--- src/hdl/tfs_defs.vh ---
// Register map, field positions, reset values and codes for the frame synchronizer
`ifndef TFS_DEFS_VH
`define TFS_DEFS_VH

// ****************************************
// Register byte offsets
// ****************************************
`define TFS_OFF_CTRL      12'h000
`define TFS_OFF_PATTERN   12'h004
`define TFS_OFF_FRAMELEN  12'h008
`define TFS_OFF_TOL       12'h00C
`define TFS_OFF_STATUS    12'h010
`define TFS_OFF_COUNTS    12'h014

// ****************************************
// Control fields
// ****************************************
`define TFS_CTRL_EN       0
`define TFS_CTRL_BEST     1
`define TFS_CTRL_INV      2
`define TFS_CTRL_TRL      3
`define TFS_CTRL_TIME     4
`define TFS_CTRL_DERAND   5
`define TFS_CTRL_SRC_LO   8
`define TFS_CTRL_SRC_HI   10

// ****************************************
// Tolerance fields
// ****************************************
`define TFS_TOL_STOL_LO   0
`define TFS_TOL_CTOL_LO   8
`define TFS_TOL_LTOL_LO   16
`define TFS_TOL_CCNT_LO   24
`define TFS_TOL_FLY_LO    28

// ****************************************
// Status fields
// ****************************************
`define TFS_STAT_MODE_LO  0
`define TFS_STAT_INV      2
`define TFS_STAT_BTS      3
`define TFS_STAT_ERR_LO   4

// ****************************************
// Reset values
// ****************************************
`define TFS_RST_CTRL      32'h0000_0008
`define TFS_RST_PATTERN   32'h1ACF_FC1D
`define TFS_RST_FRAMELEN  16'h0400
`define TFS_RST_TOL       32'h3100_0000

// ****************************************
// Mode codes, widths and limits
// ****************************************
`define TFS_MODE_SEARCH   2'h0
`define TFS_MODE_CHECK    2'h1
`define TFS_MODE_LOCK     2'h2
`define TFS_MODE_FLY      2'h3
`define TFS_PAT_BITS      32
`define TFS_ERR_MAX       3'h7
`define TFS_SYNC_STAGES   2

`endif

--- src/hdl/tfs_density_decode.v ---
// Transition-density decoder: additive pseudo-random sequence removal per frame
`timescale 1ns/1ps

module tfs_density_decode #(
  parameter SEED = 8'hFF                  // Sequence start value at each frame
) (
  // Clock and reset
  input  wire       clk,
  input  wire       resetn,
  // Control
  input  wire       enable,              // Decoding on
  input  wire       restart,             // New frame starts: reload sequence
  input  wire       step,                // One payload bit consumed
  // Data
  input  wire       bit_in,              // Synchronized bit
  output wire       bit_out              // Decoded bit
);

  // ****************************************
  // Sequence generator
  // ****************************************
  reg  [7:0] lfsr;                       // Sequence state, MSB is next output
  wire       fb;                         // Feedback of x^8+x^7+x^5+x^3+1

  assign fb      = lfsr[7] ^ lfsr[6] ^ lfsr[4] ^ lfsr[2];
  assign bit_out = enable ? (bit_in ^ lfsr[7]) : bit_in;

  // Restart wins over step so each frame decodes from the same seed
  always @(posedge clk or negedge resetn) begin
    if (!resetn) begin
      lfsr <= 8'hFF;
    end else if (restart) begin
      lfsr <= SEED;
    end else if (step) begin
      lfsr <= {lfsr[6:0], fb};
    end
  end

endmodule // tfs_density_decode

--- src/hdl/tfs_frame_sync.v ---
// Telemetry frame synchronizer: correlator, four-mode sync, word output, APB registers
`timescale 1ns/1ps
`include "tfs_defs.vh"

module tfs_frame_sync #(
  parameter NSRC = 6                     // Number of selectable serial sources
) (
  // Clock and reset
  input  wire        clk,
  input  wire        resetn,
  // APB slave
  input  wire        psel,
  input  wire        penable,
  input  wire        pwrite,
  input  wire [11:0] paddr,
  input  wire [31:0] pwdata,
  output reg  [31:0] prdata,
  output reg         pready,
  output reg         pslverr,
  // Serial sources
  input  wire [NSRC-1:0] src_clk,
  input  wire [NSRC-1:0] src_data,
  // Serial front-panel mirror
  output reg         mirror_clk,
  output reg         mirror_data,
  // Parallel backplane words
  output reg  [15:0] word_data,
  output reg         word_mark,
  output reg         word_valid
);

  // ****************************************
  // Mode codes
  // ****************************************
  localparam [1:0] M_SEARCH = `TFS_MODE_SEARCH;
  localparam [1:0] M_CHECK  = `TFS_MODE_CHECK;
  localparam [1:0] M_LOCK   = `TFS_MODE_LOCK;
  localparam [1:0] M_FLY    = `TFS_MODE_FLY;

  // ****************************************
  // Registers seen by software
  // ****************************************
  reg  [31:0] ctrl;                      // Enables and source select
  reg  [31:0] pattern;                   // Sync pattern for the session
  reg  [15:0] frame_len;                 // Frame length in bytes
  reg  [31:0] tol;                       // Tolerances and frame counts
  reg         bts_flag;                  // Sticky back-to-search event
  reg  [15:0] lock_frames;               // Frames output in lock
  reg  [15:0] fly_frames;                // Frames output in flywheel

  wire        en       = ctrl[`TFS_CTRL_EN];
  wire        best_en  = ctrl[`TFS_CTRL_BEST];
  wire        inv_en   = ctrl[`TFS_CTRL_INV];
  wire        trl_en   = ctrl[`TFS_CTRL_TRL];
  wire        time_en  = ctrl[`TFS_CTRL_TIME];
  wire        der_en   = ctrl[`TFS_CTRL_DERAND];
  wire [2:0]  src_sel  = ctrl[`TFS_CTRL_SRC_HI:`TFS_CTRL_SRC_LO];
  wire [5:0]  stol     = tol[`TFS_TOL_STOL_LO+5:`TFS_TOL_STOL_LO];
  wire [5:0]  ctol     = tol[`TFS_TOL_CTOL_LO+5:`TFS_TOL_CTOL_LO];
  wire [5:0]  ltol     = tol[`TFS_TOL_LTOL_LO+5:`TFS_TOL_LTOL_LO];
  wire [3:0]  chk_need = tol[`TFS_TOL_CCNT_LO+3:`TFS_TOL_CCNT_LO];
  wire [3:0]  fly_lim  = tol[`TFS_TOL_FLY_LO+3:`TFS_TOL_FLY_LO];

  // ****************************************
  // Input synchronisers, one pair per source pin
  // ****************************************
  reg  [NSRC-1:0] clk_s1;                // First stage, read only by second
  reg  [NSRC-1:0] clk_s2;                // Stable source clocks
  reg  [NSRC-1:0] dat_s1;
  reg  [NSRC-1:0] dat_s2;

  genvar gi;
  generate
    for (gi = 0; gi < NSRC; gi = gi + 1) begin : g_sync
      // Two flops per pin; sources may run from unrelated oscillators
      always @(posedge clk or negedge resetn) begin
        if (!resetn) begin
          clk_s1[gi] <= 1'b0;
          clk_s2[gi] <= 1'b0;
          dat_s1[gi] <= 1'b0;
          dat_s2[gi] <= 1'b0;
        end else begin
          clk_s1[gi] <= src_clk[gi];
          clk_s2[gi] <= clk_s1[gi];
          dat_s1[gi] <= src_data[gi];
          dat_s2[gi] <= dat_s1[gi];
        end
      end
    end
  endgenerate

  // Selected source; an out-of-range select reads as idle
  wire sel_ok  = (src_sel < NSRC);
  wire sel_clk = sel_ok ? clk_s2[src_sel] : 1'b0;
  wire sel_dat = sel_ok ? dat_s2[src_sel] : 1'b0;
  reg  clk_prev;                         // Previous selected clock level
  wire bit_stb = sel_clk & ~clk_prev & en;  // Rising edge of link clock

  // ****************************************
  // Correlator
  // ****************************************
  reg  [31:0] shift;                     // Last 32 received bits
  wire [31:0] shift_n = {shift[30:0], sel_dat};

  // Count of ones in a word, 0 to 32
  function [5:0] popcnt;
    input [31:0] v;
    integer i;
    begin
      popcnt = 6'h00;
      for (i = 0; i < 32; i = i + 1) begin
        popcnt = popcnt + {5'h00, v[i]};
      end
    end
  endfunction

  wire [5:0] err_t   = popcnt(shift_n ^ pattern);
  wire [5:0] err_i   = 6'h20 - err_t;    // Errors against inverted pattern
  reg        inv;                        // Stream found inverted
  wire [5:0] err_use = inv ? err_i : err_t;
  wire       hit_t   = (err_t <= stol);
  wire       hit_i   = inv_en & (err_i <= stol);

  // ****************************************
  // Frame position
  // ****************************************
  reg  [1:0]  mode;                      // Current sync mode
  reg  [18:0] pos;                       // Bits since last pattern end
  wire [18:0] fbits   = {frame_len, 3'h0};
  wire        at_exp  = (pos == fbits - 19'h1);
  wire        at_last = (pos == fbits - 19'h21);   // Last payload bit
  wire        payload = (pos <= fbits - 19'h21);

  // ****************************************
  // Frame state and counters
  // ****************************************
  reg  [3:0]  chk_cnt;                   // Valid patterns seen in check
  reg  [3:0]  fly_cnt;                   // Consecutive flywheel frames
  reg         first;                     // Still inside first frame after search
  reg  [5:0]  cand_err;                  // Errors of current candidate
  reg  [1:0]  frm_mode;                  // Mode the current frame is output in
  reg  [2:0]  frm_err;                   // Saturated pattern errors of frame
  reg         frm_bts;                   // Current frame is back-to-search
  reg  [31:0] tc;                        // Free-running timecode
  reg  [31:0] frm_time;                  // Timecode at frame start
  reg  [15:0] pk_sr;                     // Word assembly shift register
  reg  [3:0]  pk_cnt;                    // Bits in assembly
  reg  [1:0]  trl_idx;                   // Trailer word being sent
  reg         trl_run;                   // Trailer in progress

  // ****************************************
  // Mode decision at the expected position
  // ****************************************
  reg  [1:0] next_mode;
  reg        next_bts;
  reg  [3:0] next_chk;
  reg  [3:0] next_fly;

  // Evaluated every bit; only used when the expected position is reached
  always @* begin
    next_mode = mode;
    next_bts  = 1'b0;
    next_chk  = chk_cnt;
    next_fly  = fly_cnt;
    case (mode)
      M_CHECK: begin
        if (err_use <= ctol) begin
          next_chk = chk_cnt + 4'h1;
          if (next_chk >= chk_need) begin
            next_mode = M_LOCK;
          end
        end else begin
          next_mode = M_SEARCH;
        end
      end
      M_LOCK: begin
        if (err_use > ltol) begin
          next_mode = M_FLY;
          next_fly  = 4'h1;
          next_bts  = (next_fly >= fly_lim);
        end
      end
      M_FLY: begin
        if (frm_bts) begin
          next_mode = M_SEARCH;
        end else if (err_use <= ltol) begin
          next_mode = M_LOCK;
          next_fly  = 4'h0;
        end else begin
          next_fly  = fly_cnt + 4'h1;
          next_bts  = (next_fly >= fly_lim);
        end
      end
      default: begin
        next_mode = M_SEARCH;
      end
    endcase
  end

  // ****************************************
  // Decoder after synchronisation
  // ****************************************
  wire bit_inv = sel_dat ^ inv;          // Polarity-corrected bit
  wire bit_dec;                          // Decoded payload bit
  wire frm_start;                        // A new frame begins after this bit
  wire pay_stb = bit_stb & (mode != M_SEARCH) & payload;

  assign frm_start = bit_stb & (((mode == M_SEARCH) & (hit_t | hit_i)) |
                     ((mode != M_SEARCH) & at_exp & (next_mode != M_SEARCH)));

  // Decoding only touches bits that already passed frame processing
  tfs_density_decode u_dec (
    .clk     (clk),
    .resetn  (resetn),
    .enable  (der_en),
    .restart (frm_start),
    .step    (pay_stb),
    .bit_in  (bit_inv),
    .bit_out (bit_dec)
  );

  wire [2:0] err_sat = (err_use > 6'h07) ? `TFS_ERR_MAX : err_use[2:0];
  wire [2:0] err_ts  = (err_t > 6'h07) ? `TFS_ERR_MAX : err_t[2:0];

  // ****************************************
  // Synchronisation engine and word output
  // ****************************************
  always @(posedge clk or negedge resetn) begin
    if (!resetn) begin
      clk_prev    <= 1'b0;
      shift       <= 32'h0000_0000;
      mode        <= M_SEARCH;
      pos         <= 19'h0_0000;
      inv         <= 1'b0;
      chk_cnt     <= 4'h0;
      fly_cnt     <= 4'h0;
      first       <= 1'b0;
      cand_err    <= 6'h00;
      frm_mode    <= M_SEARCH;
      frm_err     <= 3'h0;
      frm_bts     <= 1'b0;
      tc          <= 32'h0000_0000;
      frm_time    <= 32'h0000_0000;
      pk_sr       <= 16'h0000;
      pk_cnt      <= 4'h0;
      trl_idx     <= 2'h0;
      trl_run     <= 1'b0;
      word_data   <= 16'h0000;
      word_mark   <= 1'b0;
      word_valid  <= 1'b0;
      mirror_clk  <= 1'b0;
      mirror_data <= 1'b0;
    end else begin
      clk_prev    <= sel_clk;
      tc          <= tc + 32'h0000_0001;
      word_valid  <= 1'b0;
      // Front panel follows the selected source as it is processed
      mirror_clk  <= sel_clk;
      mirror_data <= sel_dat;
      if (!en) begin
        // Disable drops sync; software re-arms by setting enable again
        mode    <= M_SEARCH;
        trl_run <= 1'b0;
        pk_cnt  <= 4'h0;
      end else if (trl_run) begin
        // Trailer words go out between serial bits, one per clock
        word_valid <= 1'b1;
        if (trl_idx == 2'h0) begin
          word_data <= {9'h000, frm_bts, inv, frm_mode, frm_err};
        end else if (trl_idx == 2'h1) begin
          word_data <= frm_time[31:16];
        end else begin
          word_data <= frm_time[15:0];
        end
        word_mark <= (trl_idx == 2'h2) | ((trl_idx == 2'h0) & ~time_en);
        if ((trl_idx == 2'h2) | ((trl_idx == 2'h0) & ~time_en)) begin
          trl_run <= 1'b0;
        end else begin
          trl_idx <= trl_idx + 2'h1;
        end
      end
      if (bit_stb) begin
        shift <= shift_n;
        if (mode == M_SEARCH) begin
          // Hunt at every bit position
          if (hit_t | hit_i) begin
            inv      <= ~hit_t;
            cand_err <= hit_t ? err_t : err_i;
            frm_err  <= hit_t ? err_ts : ((err_i > 6'h07) ? `TFS_ERR_MAX : err_i[2:0]);
            pos      <= 19'h0_0000;
            first    <= 1'b1;
            chk_cnt  <= 4'h0;
            fly_cnt  <= 4'h0;
            frm_bts  <= 1'b0;
            frm_time <= tc;
            pk_cnt   <= 4'h0;
            if (chk_need == 4'h0) begin
              mode     <= M_LOCK;
              frm_mode <= M_LOCK;
            end else begin
              mode     <= M_CHECK;
              frm_mode <= M_CHECK;
            end
          end
        end else if (at_exp) begin
          // Expected pattern position closes the frame
          mode    <= next_mode;
          chk_cnt <= next_chk;
          fly_cnt <= next_fly;
          first   <= 1'b0;
          pos     <= 19'h0_0000;
          pk_cnt  <= 4'h0;
          if (next_mode != M_SEARCH) begin
            frm_mode <= next_mode;
            frm_err  <= err_sat;
            frm_bts  <= next_bts;
            frm_time <= tc;
          end
        end else if (first & best_en & (err_use < cand_err) &
                     (err_use <= stol)) begin
          // Better candidate inside the first frame moves the frame start
          pos      <= 19'h0_0000;
          cand_err <= err_use;
          frm_err  <= err_sat;
          frm_time <= tc;
          pk_cnt   <= 4'h0;
        end else begin
          pos <= pos + 19'h0_0001;
          if (payload) begin
            pk_sr  <= {pk_sr[14:0], bit_dec};
            pk_cnt <= pk_cnt + 4'h1;
            if (pk_cnt == 4'hF) begin
              word_valid <= 1'b1;
              word_data  <= {pk_sr[14:0], bit_dec};
              word_mark  <= at_last & ~trl_en & ~time_en;
              if (at_last & (trl_en | time_en)) begin
                trl_run <= 1'b1;
                trl_idx <= trl_en ? 2'h0 : 2'h1;
              end
            end
          end
        end
      end
    end
  end

  // ****************************************
  // APB slave: one wait state, pready registered
  // ****************************************
  wire acc    = psel & penable & pready;        // Completing access
  wire wr_acc = acc & pwrite;
  wire bts_set = frm_start & next_bts;          // Back-to-search frame begins
  wire map_ok = (paddr == `TFS_OFF_CTRL)   | (paddr == `TFS_OFF_PATTERN) |
                (paddr == `TFS_OFF_FRAMELEN) | (paddr == `TFS_OFF_TOL) |
                (paddr == `TFS_OFF_STATUS) | (paddr == `TFS_OFF_COUNTS);

  // Register writes, sticky flag and frame counters
  always @(posedge clk or negedge resetn) begin
    if (!resetn) begin
      ctrl        <= `TFS_RST_CTRL;
      pattern     <= `TFS_RST_PATTERN;
      frame_len   <= `TFS_RST_FRAMELEN;
      tol         <= `TFS_RST_TOL;
      bts_flag    <= 1'b0;
      lock_frames <= 16'h0000;
      fly_frames  <= 16'h0000;
    end else begin
      if (wr_acc) begin
        if (paddr == `TFS_OFF_CTRL) begin
          ctrl <= pwdata;
        end else if (paddr == `TFS_OFF_PATTERN) begin
          pattern <= pwdata;
        end else if (paddr == `TFS_OFF_FRAMELEN) begin
          frame_len <= pwdata[15:0];
        end else if (paddr == `TFS_OFF_TOL) begin
          tol <= pwdata;
        end
      end
      // Set beats a same-cycle write-one-to-clear
      if (bts_set) begin
        bts_flag <= 1'b1;
      end else if (wr_acc & (paddr == `TFS_OFF_STATUS) & pwdata[`TFS_STAT_BTS]) begin
        bts_flag <= 1'b0;
      end
      // Counting at frame start; wrap rather than saturate
      if (frm_start & (next_mode == M_LOCK | (mode == M_SEARCH & chk_need == 4'h0))) begin
        lock_frames <= lock_frames + 16'h0001;
      end
      if (frm_start & (mode != M_SEARCH) & (next_mode == M_FLY)) begin
        fly_frames <= fly_frames + 16'h0001;
      end
    end
  end

  // Read data and handshake
  always @(posedge clk or negedge resetn) begin
    if (!resetn) begin
      pready  <= 1'b0;
      pslverr <= 1'b0;
      prdata  <= 32'h0000_0000;
    end else begin
      pready  <= psel & penable & ~pready;
      pslverr <= psel & penable & ~pready & ~map_ok;
      prdata  <= 32'h0000_0000;
      if (psel & penable & ~pready & ~pwrite) begin
        if (paddr == `TFS_OFF_CTRL) begin
          prdata <= ctrl;
        end else if (paddr == `TFS_OFF_PATTERN) begin
          prdata <= pattern;
        end else if (paddr == `TFS_OFF_FRAMELEN) begin
          prdata <= {16'h0000, frame_len};
        end else if (paddr == `TFS_OFF_TOL) begin
          prdata <= tol;
        end else if (paddr == `TFS_OFF_STATUS) begin
          prdata <= {22'h00_0000, cand_err, bts_flag, inv, mode};
        end else if (paddr == `TFS_OFF_COUNTS) begin
          prdata <= {fly_frames, lock_frames};
        end
      end
    end
  end

endmodule // tfs_frame_sync

--- config.mk ---
export PLATFORM = sky130hd
export DESIGN_NAME = tfs_frame_sync
export DESIGN_NICKNAME = d
export VERILOG_FILES = /design/src/hdl/tfs_density_decode.v /design/src/hdl/tfs_frame_sync.v
export VERILOG_INCLUDE_DIRS = /design/src /design/src/hdl
export SDC_FILE = /design/constraint.sdc
export NUM_CORES = 1
export LEC_CHECK = 0
export ABC_AREA = 1
export BUFFER_PORTS_ARGS = -buffer_cell sky130_fd_sc_hd__buf_2
export CAP_MARGIN = 20
export CORE_MARGIN = 2
export CORE_UTILIZATION = 40
export CTS_CLUSTER_DIAMETER = 200
export DETAILED_ROUTE_END_ITERATION = 16
export PLACE_DENSITY_LB_ADDON = 0.15
export SLEW_MARGIN = 25
export SYNTH_ARGS = -nofsm -noshare
export SYNTH_HDL_FRONTEND = slang
export SYNTH_SLANG_ARGS = --single-unit
--- constraint.sdc ---
create_clock -name clk -period 17.5 [get_ports clk]
set_input_delay 0 -clock clk [delete_from_list [all_inputs] [get_ports clk]]
set_output_delay 0 -clock clk [all_outputs]
set_load 0.03 [all_outputs]
* After elaboration in Yosys (flattened, before gate mapping)
Index checks and enable logic that the tools add are counted.
** Storage, ports and cells
- Logic and storage cells :: 355
- Output and inout port bits :: 54
- Flip-flop bits (word level) :: 391
- Input port bits :: 61
** Operators by class
- Add/sub/neg operators :: 42
- Reduce and logical (&&, ||, !) cells :: 28
- Bitwise operators :: 58
- Eq/ne operators :: 20
- $lt $le $gt $ge :: 16
- Mux-type cells :: 134
** Operators with widths (number)
- $mux W32 :: 12
- $mux W16 :: 10
- $add A6 B1 Y6 :: 26
- $mux W19 :: 4
- $mux W4 :: 17
- $mux W2 :: 25
- $mux W1 :: 44
- $eq A19 B19 Y1 :: 2
- $mux W6 :: 6
- $add A16 B1 Y16 const B :: 2
- $add A32 B1 Y32 const B :: 1
- $xor A32 B32 Y32 :: 1
- $le A6 B6 Y1 :: 5
- $and A1 B1 Y1 :: 29
- $mux W3 :: 9
- $eq A12 B4 Y1 const B :: 2
- $eq A12 B5 Y1 const B :: 2
- $add A19 B1 Y19 const B :: 1
- $le A19 B19 Y1 :: 1
- $sub A19 B1 Y19 const B :: 1
- $sub A19 B6 Y19 const B :: 1
- $gt A6 B3 Y1 const B :: 3
- $reduce_bool A2 Y1 :: 9
- $mux W8 :: 2
- other kinds (37) :: 83

* Depth between registers and ports, before layout
Gate-level depths: netlist (run 1).
- Depth in word-level cells :: 47
- Depth in mapped cells :: 44
- Gate-level depth less buffers :: 42

* Cells and area by module
Synthesis (run 1) repeated with hierarchy kept, for this count alone.
** Second synthesis, totals
- Cell total of the unflattened synthesis :: 2624
- Area total of the unflattened synthesis :: 21449.3 sq um
** Modules (own cells, without submodules)
- tfs_frame_sync :: sequential area each 9614.2 sq um, area an instance 21058.9 sq um, cells an instance 2578, times used 1
- tfs_density_decode :: sequential area each 210.2 sq um, area an instance 390.4 sq um, cells an instance 46, times used 1

* Least setup slack after synthesis (run 1)
OpenSTA, ideal clock, no wires.
- Path type :: reg-to-reg
- Start :: reg ctrl[8]
- End :: reg fly_frames[10]
- Setup time :: 121 ps
- Arrival :: 7766 ps
- Data required time :: 17379 ps
- Slack :: 9613 ps
- Cell stages (with the launch flop) :: 36
- Buffers on the path :: 2
- Clock period less this slack :: 7887 ps
- Path through :: dfrtp_1 -> buf_2 -> inv_2 -> nor2_1 -> o41ai_1 -> xor2_1 -> fa_1 -> fa_1 -> fa_1 -> fa_1 -> fa_1 -> inv_1 -> fa_1 -> ha_1 -> fa_1 -> inv_1 -> ha_1 -> inv_1 -> nor2_1 -> nand2_1 -> xor2_1 -> nand2_1 -> nand2_1 -> ha_1 -> nand2_1 -> nor2_1 -> nand2_1 -> nand3_1 -> nand3_1 -> a21oi_1 -> nand2_1 -> nand2_1 -> nand4_4 -> clkbuf_1 -> o21bai_1 -> nand2_1
** Between the ends
- Word-level cells in the longest chain between the ends :: 47
- Elaborated cells on any way between the ends :: 63
- Classes of those cells :: 32 x add/sub; 6 x order compare; 1 x eq/ne; 12 x mux; 11 x bitwise; 1 x reduce/logical
** Ends and longest elaborated chain
- from (decl) :: RTL line tfs_frame_sync.v:43 : reg [31:0] ctrl;
- from (signal assigned) :: RTL line tfs_frame_sync.v:360 : ctrl <= `TFS_RST_CTRL;
- from (signal assigned) :: RTL line tfs_frame_sync.v:370 : ctrl <= pwdata;
- $bmux W1 S3 :: RTL line tfs_frame_sync.v:95 : wire sel_dat = sel_ok ? dat_s2[src_sel] : 1'b0;
- $mux W1 (implied by the code) :: RTL line tfs_frame_sync.v:95
- $mux W1 (*) :: RTL line tfs_frame_sync.v:95
- via sel_dat :: RTL line tfs_frame_sync.v:95
- $xor A32 B32 Y32 (*) :: RTL line tfs_frame_sync.v:117 : wire [5:0] err_t = popcnt(shift_n ^ pattern);
- $add A1 B1 Y2 (*) :: RTL line tfs_frame_sync.v:112 : popcnt = popcnt + {5'h00, v[i]};
- $add A2 B1 Y3 (*) :: RTL line tfs_frame_sync.v:112
- $add A3 B1 Y4 (*) :: RTL line tfs_frame_sync.v:112
- (+32 left out)
- $mux W2 :: RTL line tfs_frame_sync.v:184 : if (frm_bts) begin
- $pmux W2 S3 :: RTL line tfs_frame_sync.v:165 : case (mode)
- $reduce_bool A2 Y1 :: RTL line tfs_frame_sync.v:209 : ((mode != M_SEARCH) & at_exp & (next_mode != M_SEARCH)));
- $and A1 B1 Y1 :: RTL line tfs_frame_sync.v:209
- $or A1 B1 Y1 :: RTL line tfs_frame_sync.v:208 : assign frm_start = bit_stb & (((mode == M_SEARCH) & (hit_t | hit_i)) |
- $and A1 B1 Y1 :: RTL line tfs_frame_sync.v:208
- $and A1 B1 Y1 :: RTL line tfs_frame_sync.v:389 : if (frm_start & (mode != M_SEARCH) & (next_mode == M_FLY)) begin
- $and A1 B1 Y1 (*) :: RTL line tfs_frame_sync.v:389
- to (signal assigned) :: RTL line tfs_frame_sync.v:390 : fly_frames <= fly_frames + 16'h0001;
- to (decl) :: RTL line tfs_frame_sync.v:49 : reg [15:0] fly_frames;
The timed path passes the listed nets; every way through them passes the cells marked *. The select of a mux whose other input is x is not followed.
A chain may end at the register's enable or synchronous reset.

* Worst setup path after layout (run 1)
- Start :: reg ctrl[8]
- End :: reg word_data[6]
** Between the ends
- Word-level cells in the longest chain between the ends :: 44
- Elaborated cells on any way between the ends :: 51
- Classes of those cells :: 32 x add/sub; 3 x order compare; 11 x mux; 5 x bitwise
** Ends and longest elaborated chain
- $bmux W1 S3 :: RTL line tfs_frame_sync.v:95
- $mux W1 (implied by the code) :: RTL line tfs_frame_sync.v:95
- $mux W1 (*) :: RTL line tfs_frame_sync.v:95
- via sel_dat :: RTL line tfs_frame_sync.v:95
- $xor A32 B32 Y32 (*) :: RTL line tfs_frame_sync.v:117
- $add A1 B1 Y2 (*) :: RTL line tfs_frame_sync.v:112
- $add A2 B1 Y3 (*) :: RTL line tfs_frame_sync.v:112
- $add A3 B1 Y4 (*) :: RTL line tfs_frame_sync.v:112
- (+29 left out)
- $mux W6 (*) :: RTL line tfs_frame_sync.v:120 : wire [5:0] err_use = inv ? err_i : err_t;
- $lt A6 B6 Y1 :: RTL line tfs_frame_sync.v:319 : end else if (first & best_en & (err_use < cand_err) &
- $and A1 B1 Y1 :: RTL line tfs_frame_sync.v:319
- $and A1 B1 Y1 (*) :: RTL line tfs_frame_sync.v:319
- $mux W16 (*) :: RTL line tfs_frame_sync.v:319
- $mux W16 (*) :: RTL line tfs_frame_sync.v:305 : end else if (at_exp) begin
- $mux W16 (*) :: RTL line tfs_frame_sync.v:284 : if (mode == M_SEARCH) begin
- $mux W16 (*) :: RTL line tfs_frame_sync.v:282 : if (bit_stb) begin
- to (signal assigned) :: RTL line tfs_frame_sync.v:271 : word_data <= frm_time[31:16];
- to (signal assigned) :: RTL line tfs_frame_sync.v:273 : word_data <= frm_time[15:0];
- to (signal assigned) :: RTL line tfs_frame_sync.v:334 : word_data <= {pk_sr[14:0], bit_dec};
- to (decl) :: RTL line tfs_frame_sync.v:27 : output reg [15:0] word_data,
Marks and branches as above.

==> qor.txt, run 1 <==
Run status: complete, but fails checks
Register bit count reported by yosys: 391
Cts bufs inserted: 45
# IOs: 115
Final Cycle Share: 0.5333
Layout fillers: 5128
Data arrival, critical path: 9.79 ns
MaxCap Viol Count: 0
Slowest CP cell: nand2_1
Area growth syn-to-layout: 15.45%
Final setup vio count: 0
Initial Utilization: 0.4062
Register-to-Register Path Depth: 33
Worst path required time: 17.96 ns
CP max FO: 31
CTS HTree Levels: 2
DR pass1 iterations: 5
Via Count: 17.79k
Hold_ws: -0.01321 ns
Hold Crit Class: in2async
DIE AREA: 55440 µm²
Setup TNS: 0 ns
Max stage delay on crit path: 0.72 ns
RSZ-0062 raised after global routing: no
Gr usage total: 0.2252
Critical Path Start Type: flip-flop
Dpl cells: 3330
Cell mode on critical path: fa_1
# clock sinks: 391
Die height: 235.5 µm
Top cell type's share of synthesized area: 0.4192
Worst setup path start: ctrl[8]$_DFFE_PN0P_
Root Driver: clkbuf_16
Static Leak: 12.33 nW
Worst setup path endpoint: word_data[6]$_DFF_PN0_
Hold Fails Final Rpt: 7
Syn Area/Cell: 8.226 µm²
Syn nets: 2771
Number of diodes: 0
Core Rows: 84
Clock transition at path regs: 0.06 ns
Hpwl dp: 44.88 mm
Peak supply drop: 71.14 µV
Reg2reg start: ctrl[8]$_DFFE_PN0P_
Pwr/cell area: 80.52 nW/µm²
R2R setup slack: 8.17 ns
Synth Cell Area: 21430 µm²
TritonCTS clock tree: yes
Top cells by area, synth: dfrtp_1, nand2_1, o21ai_0
Largest net degree at the start of global routing: 170
Post-Synthesis Cells: 2605
Largest area contributor in the netlist: dfrtp_1
Slew @ Worst Pin: 0.9873 ns
DRC: 0
Placeable Area: 52760 µm²
Total wire length: 61.62 mm
Initial antenna violation count: 1
Fin cells: 3463
Worst Skew: 0.02832 ns
Slew HR: 0.3418
Worst reg2reg path endpoint: word_data[6]$_DFF_PN0_
Layout cells sized above 1: 0.1124
Fin crit period: 9.333 ns
GR Overflow Total: 0
Failing checks: negative hold slack
Worst-Skew Late Latency: 0.58 ns
Clock Path Buffers: 3
Final Max Slew Viols: 0
Initial DRC Count: 1368
Critical path endpoint category: flip-flop
RePlAce Congestion: 0.8906
EDFF count, synth: 0
Async SR Flop Fraction: 1.000
CP Class: reg2reg
Post-CTS Setup Bufs: 0
Number of global-route vias before repair: 17.63k
Global-route wire length before repair: 98.99 mm
Via density: 5.138
Final ANT Viol Nets: 0
Peak Freq: 107.2 MHz
Most used DFF post-synth: dfrtp_1
Register area share after synthesis: 0.4585
Net count, final: 2905
Unique masters post-synth: 60
Routed wire length per instance: 17.79 µm
Number of port buffers: 114
Synth warn: 0
Die Wd: 235.5 µm
synth_stat cells (all sizes together) (15+ instances only):
master and n:
a21oi 64, nand4 28, nor3 35, ha 81, fa 24, buf 28
o21ai 220, dfrtp 359, nor2 180, nand3 111, o21bai 18, nand2 802
o211ai 15, dfstp 32, a31oi 18, inv 282, xor2 82, xnor2 52
clkbuf 61, mux2 16
report_power, final:
group	total [mW]	internal [mW]	switching, mW
Combinational	0.0580	0.0192	0.0389
Sequential	0.910	0.908	0.00155
Clock	1.02	0.628	0.397
Total	1.99	1.55	0.437
layout by cell type (no fill, tap or decap), types with 15 or more instances in the layout:
master         instances
ha_1                  81
xor2_1                82
nand3_1              109
nor2_1               162
fa_1                  24
dfstp_2               32
nand4_1               27
o21bai_1              18
buf_2                113
o211ai_1              15
clkbuf_16             46
inv_1                275
nor3_1                33
dfrtp_1              359
nand2_1              789
a21oi_1               64
xnor2_1               52
a31oi_1               18
o21ai_0              216
mux2_2                16
dlygate4sd3_1         50
critical path, delay by kind of cell (launching register included):
kind	cells	cell delay, ns
adders and majority gates	10	4.55
and+or+nand+nor	13	2.09
AOI/OAI and AO/OA	4	1.54
DFF	1	0.48
buffers and inverters	5	0.36
xor gates and xnor gates	1	0.19
sequential cells by signal, summed over array words and instances, names as in the netlist, 3 cells and up:
| register | cells |
|---|---|
| pattern | 32 |
| pk_sr | 15 |
| cand_err | 6 |
| clk_s2 | 6 |
| tc | 32 |
| u_dec.lfsr | 8 |
| tol | 32 |
| frm_time | 32 |
| frm_err | 3 |
| frame_len | 16 |
| dat_s1 | 6 |
| clk_s1 | 6 |
| lock_frames | 16 |
| fly_frames | 16 |
| prdata | 32 |
| dat_s2 | 6 |
| pk_cnt | 4 |
| chk_cnt | 4 |
| ctrl | 32 |
| shift | 31 |
| fly_cnt | 4 |
| word_data | 16 |
| pos | 19 |
worst min-delay path by stage:
stage / endpoint / cells past startpoint / start
2_1_floorplan: bts_flag$_DFFE_PN0P_ / 0 / resetn
3_3_place_gp: pos[18]$_DFFE_PN0P_ / 1 / resetn
3_5_place_dp: pos[17]$_DFFE_PN0P_ / 1 / resetn
4_1_cts: pos[17]$_DFFE_PN0P_ / 2 / resetn
5_1_grt: dat_s1[4]$_DFF_PN0_ / 2 / src_data[4]
6_report: pos[16]$_DFFE_PN0P_ / 2 / resetn
area by class of cell:
type	count	area [µm²]	area share
clock buffer	64	1349	0.05452
clock inverter	19	284.0	0.01148
inverter	284	1067	0.04314
multi-input combinational	1841	10170	0.4110
sequential	391	9824	0.3971
tap	688	860.8	0.03479
timing repair buffer	176	1187	0.04799
logic make-up after synthesis:
group / Yosys count / synth area share
AO/OA/AOI/OAI: 397 / 0.1071
XOR/XNOR: 134 / 0.05477
adder cells (fa/ha/maj): 105 / 0.06971
buffers and inverters: 373 / 0.06849
flip-flops: 391 / 0.4585
multiplexers: 17 / 0.008875
AND/OR/NAND/NOR: 1188 / 0.2326
stage by stage:
stage / hold slack [ns] / utilization / total power [mW] / setup WS, ns / cell area (µm²)
floorplan: -0.2956 / - / 0.9407 / 9.613 / 21430
global placement: 0.01326 / 0.4281 / 0.9763 / 8.511 / 22590
detailed placement: 0.01742 / 0.4283 / 0.9768 / 8.192 / 22600
CTS: 0.007911 / 0.4687 / 2.018 / 8.150 / 24730
global route: 0.04393 / 0.4689 / 2.060 / 7.520 / 24740
finish: -0.01321 / 0.4689 / 1.992 / 8.167 / 24740
timing repair:
item	CTS	global route
endpoints found under the hold margin	204	0
gates resized for setup	0	0
hold buffers	50	0
routing by layer:
layer  wire, µm  share of wire  GRT usage  up-vias
li1           -              -          -     8672
met1      28340           0.46     0.3111     8557
met2      28420           0.46     0.3657      466
met3       3171          0.051    0.03447       99
met4       1686          0.027    0.06736        0
met5          0              0          0        -
(Power assumes the default switching activity.)
==> run 2, diff against run 1 <==
==> constraint.sdc (replaced) <==
create_clock -name clk -period 9.62 [get_ports clk]
set_input_delay 0 -clock clk [delete_from_list [all_inputs] [get_ports clk]]
set_output_delay 0 -clock clk [all_outputs]
set_load 0.03 [all_outputs]
==> run 2 against run 1 <==
The flow now finishes without violations. Wire length shrank 0.17%. Utilization shrank 0.20 points. Final cell count grew 0.17%. Cell area shrank 0.42%. Fmax grew 4.1%. Register-to-register slack lost 7.5 ns. Critical path type unchanged.
==> qor.txt, run 2 (synthesis gave the netlist of run 1 again) <==
Commonest non-fill, non-tap cell in the layout: nand2_1 (unchanged)
Root Driver: clkbuf_16 (unchanged)
Worst path required time: 10.13 ns (was 17.96 ns)
Initial DRC Count: 1463 (was 1368)
Final setup vio count: 0 (unchanged)
Post-cts sizing count: 0 (unchanged)
Combinational power share: 0.031 (was 0.029)
Die Wd: 235.5 µm (unchanged)
Number of diodes: 0 (unchanged)
DIE AREA: 55440 µm² (unchanged)
Pwr/cell area: 141.7 nW/µm² (was 80.52 nW/µm²)
Worst-Skew Late Latency: 0.60 ns (was 0.58 ns)
RSZ-0062 raised after global routing: no (unchanged)
Critical path buffer and inverter count: 3 (was 5)
Worst Skew: 0.03162 ns (was 0.02832 ns)
MaxCap Viol Count: 0 (unchanged)
Run status: finished, final reports clean (was complete, but fails checks)
Share of power burned in registers: 0.474 (was 0.457)
Hold Crit Class: in2reg (was in2async)
Switching pwr: 803.8 µW (was 437.4 µW)
DRC: 0 (unchanged)
Cell internal pwr: 2.687 mW (was 1.555 mW)
Slew HR: 0.3625 (was 0.3418)
# IOs: 115 (unchanged)
Gr usage total: 0.2231 (was 0.2252)
Net count, final: 2911 (was 2905)
Total wire length: 61.52 mm (was 61.62 mm)
Die height: 235.5 µm (unchanged)
Critical Path Start Type: flip-flop (unchanged)
TritonCTS clock tree: yes (unchanged)
Peak Freq: 111.6 MHz (was 107.2 MHz)
Final ANT Viol Nets: 0 (unchanged)
Cts bufs inserted: 46 (was 45)
CTS HTree Levels: 2 (unchanged)
Fin crit period: 8.963 ns (was 9.333 ns)
Layout cells sized above 1: 0.1115 (was 0.1124)
CP max FO: 17 (was 31)
Peak supply drop: 114.8 µV (was 71.14 µV)
Post-CTS Setup Bufs: 0 (unchanged)
Via Count: 17.91k (was 17.79k)
Hpwl dp: 44.26 mm (was 44.88 mm)
Crit-path leading delay family: adder cells (unchanged)
Via density: 5.162 (was 5.138)
CP Class: reg2reg (unchanged)
R2R setup slack: 0.66 ns (was 8.17 ns)
Data arrival, critical path: 9.47 ns (was 9.79 ns)
Placeable Area: 52760 µm² (unchanged)
Clock transition at path regs: 0.06 ns (about the same)
Hold Fails Final Rpt: 0 (was 7)
Critical path endpoint category: flip-flop (unchanged)
Number of global-route vias before repair: 17.47k (was 17.63k)
RePlAce Congestion: 0.9412 (was 0.8906)
Largest net degree at the start of global routing: 115 (was 170)
DR pass1 iterations: 5 (unchanged)
Clock Path Buffers: 3 (unchanged)
Core Rows: 84 (unchanged)
Initial Utilization: 0.4062 (unchanged)
Most frequent cells in the layout: nand2_1, dfrtp_1, inv_1 (unchanged)
Slew @ Worst Pin: 0.9563 ns (was 0.9873 ns)
Max stage delay on crit path: 0.64 ns (was 0.72 ns)
Final Cycle Share: 0.9317 (was 0.5333)
Area growth syn-to-layout: 14.96% (was 15.45%)
Static Leak: 12.30 nW (was 12.33 nW)
GR Overflow Total: 0 (unchanged)
Number of port buffers: 114 (unchanged)
Global-route wire length before repair: 98.11 mm (was 98.99 mm)
Setup TNS: 0 ns (unchanged)
Clock share of power: 0.495 (was 0.514)
# clock sinks: 391 (unchanged)
Cell mode on critical path: nand2_1 (was fa_1)
Routed wire length per instance: 17.73 µm (was 17.79 µm)
Final core utilization: 0.4669 (was 0.4689)
Slowest CP cell: o41ai_2 (was nand2_1)
Initial antenna violation count: 0 (was 1)
Sw Ratio: 0.2303 (was 0.2196)
Final Max Slew Viols: 0 (unchanged)
[run 2: final timing paths]
path / startpoint / endpoint / depth (start not counted)
hold reg to reg: clk_s1[4]$_DFF_PN0_ / clk_s2[4]$_DFF_PN0_ / 0
min in group asynchronous: resetn / pos[15]$_DFFE_PN0P_ / 2
setup / recovery: ctrl[8]$_DFFE_PN0P_ / frm_time[24]$_DFFE_PN0P_ / 33
max in group asynchronous: resetn / shift[8]$_DFFE_PN0P_ / 4
setup reg to reg: ctrl[8]$_DFFE_PN0P_ / frm_time[24]$_DFFE_PN0P_ / 33
hold / removal: src_data[2] / dat_s1[2]$_DFF_PN0_ / 2
[run 2: power by group through the flow]
stage / logic (mW) / registers, mW / clock network, mW
floorplan: 0.0264 / 1.68 / 0
global placement: 0.0918 / 1.68 / 0
detailed placement: 0.0931 / 1.68 / 0
CTS: 0.109 / 1.65 / 1.77
global route: 0.122 / 1.65 / 1.84
finish: 0.107 / 1.65 / 1.73
[run 2: layout make-up]
class | count | area [µm²]
clock buffers | 65 | 1292
well taps | 688 | 860.8
fillers | 5199 | 28120
clock inverters | 19 | 210.2
inverters | 284 | 1067
flip-flops and latches | 391 | 9824
multi-input cells | 1842 | 10170
repair buffers | 180 | 1207
[run 2: worst reg2reg max path: cells and delay by family (launching register included)]
kind / cells / cell delay [ns]
flip-flops: 1 / 0.49
AND/OR/NAND/NOR: 16 / 2.55
XOR/XNOR: 2 / 0.39
AO/OA/AOI/OAI: 2 / 0.82
buffers and inverters: 3 / 0.24
adder cells (fa/ha/maj): 10 / 4.41
[run 2: metal layers]
| metal | track usage | vias up | part of all wire | routed length [µm] |
|---|---|---|---|---|
| met2 | 0.3622 | 464 | 0.46 | 28380 |
| met5 | 0 | - | 0 | 0 |
| met3 | 0.03131 | 91 | 0.046 | 2823 |
| met4 | 0.05539 | 0 | 0.021 | 1301 |
| li1 | - | 8693 | - | - |
| met1 | 0.3148 | 8660 | 0.47 | 29020 |
[run 2: metrics by stage]
stage | cells | setup slack (ns) | hold WS, ns | power, mW | instance area [µm²]
after global routing | 3469 | 0.006080 | 0.02424 | 3.619 | 24640
final | 3469 | 0.6575 | 0.03505 | 3.491 | 24640
after floorplan | 2605 | 1.733 | -0.2956 | 1.711 | 21430
after CTS | 3468 | 0.5942 | 0.004832 | 3.533 | 24620
after detailed placement | 3333 | 0.6479 | 0.1093 | 1.777 | 22600
after global placement | 3333 | 0.9856 | 0.1075 | 1.776 | 22600
[run 2: repair_timing]
item	in CTS	in global routing
setup endpoints to repair	0	31
hold buffers	51	0
hold endpoints to repair	231	0
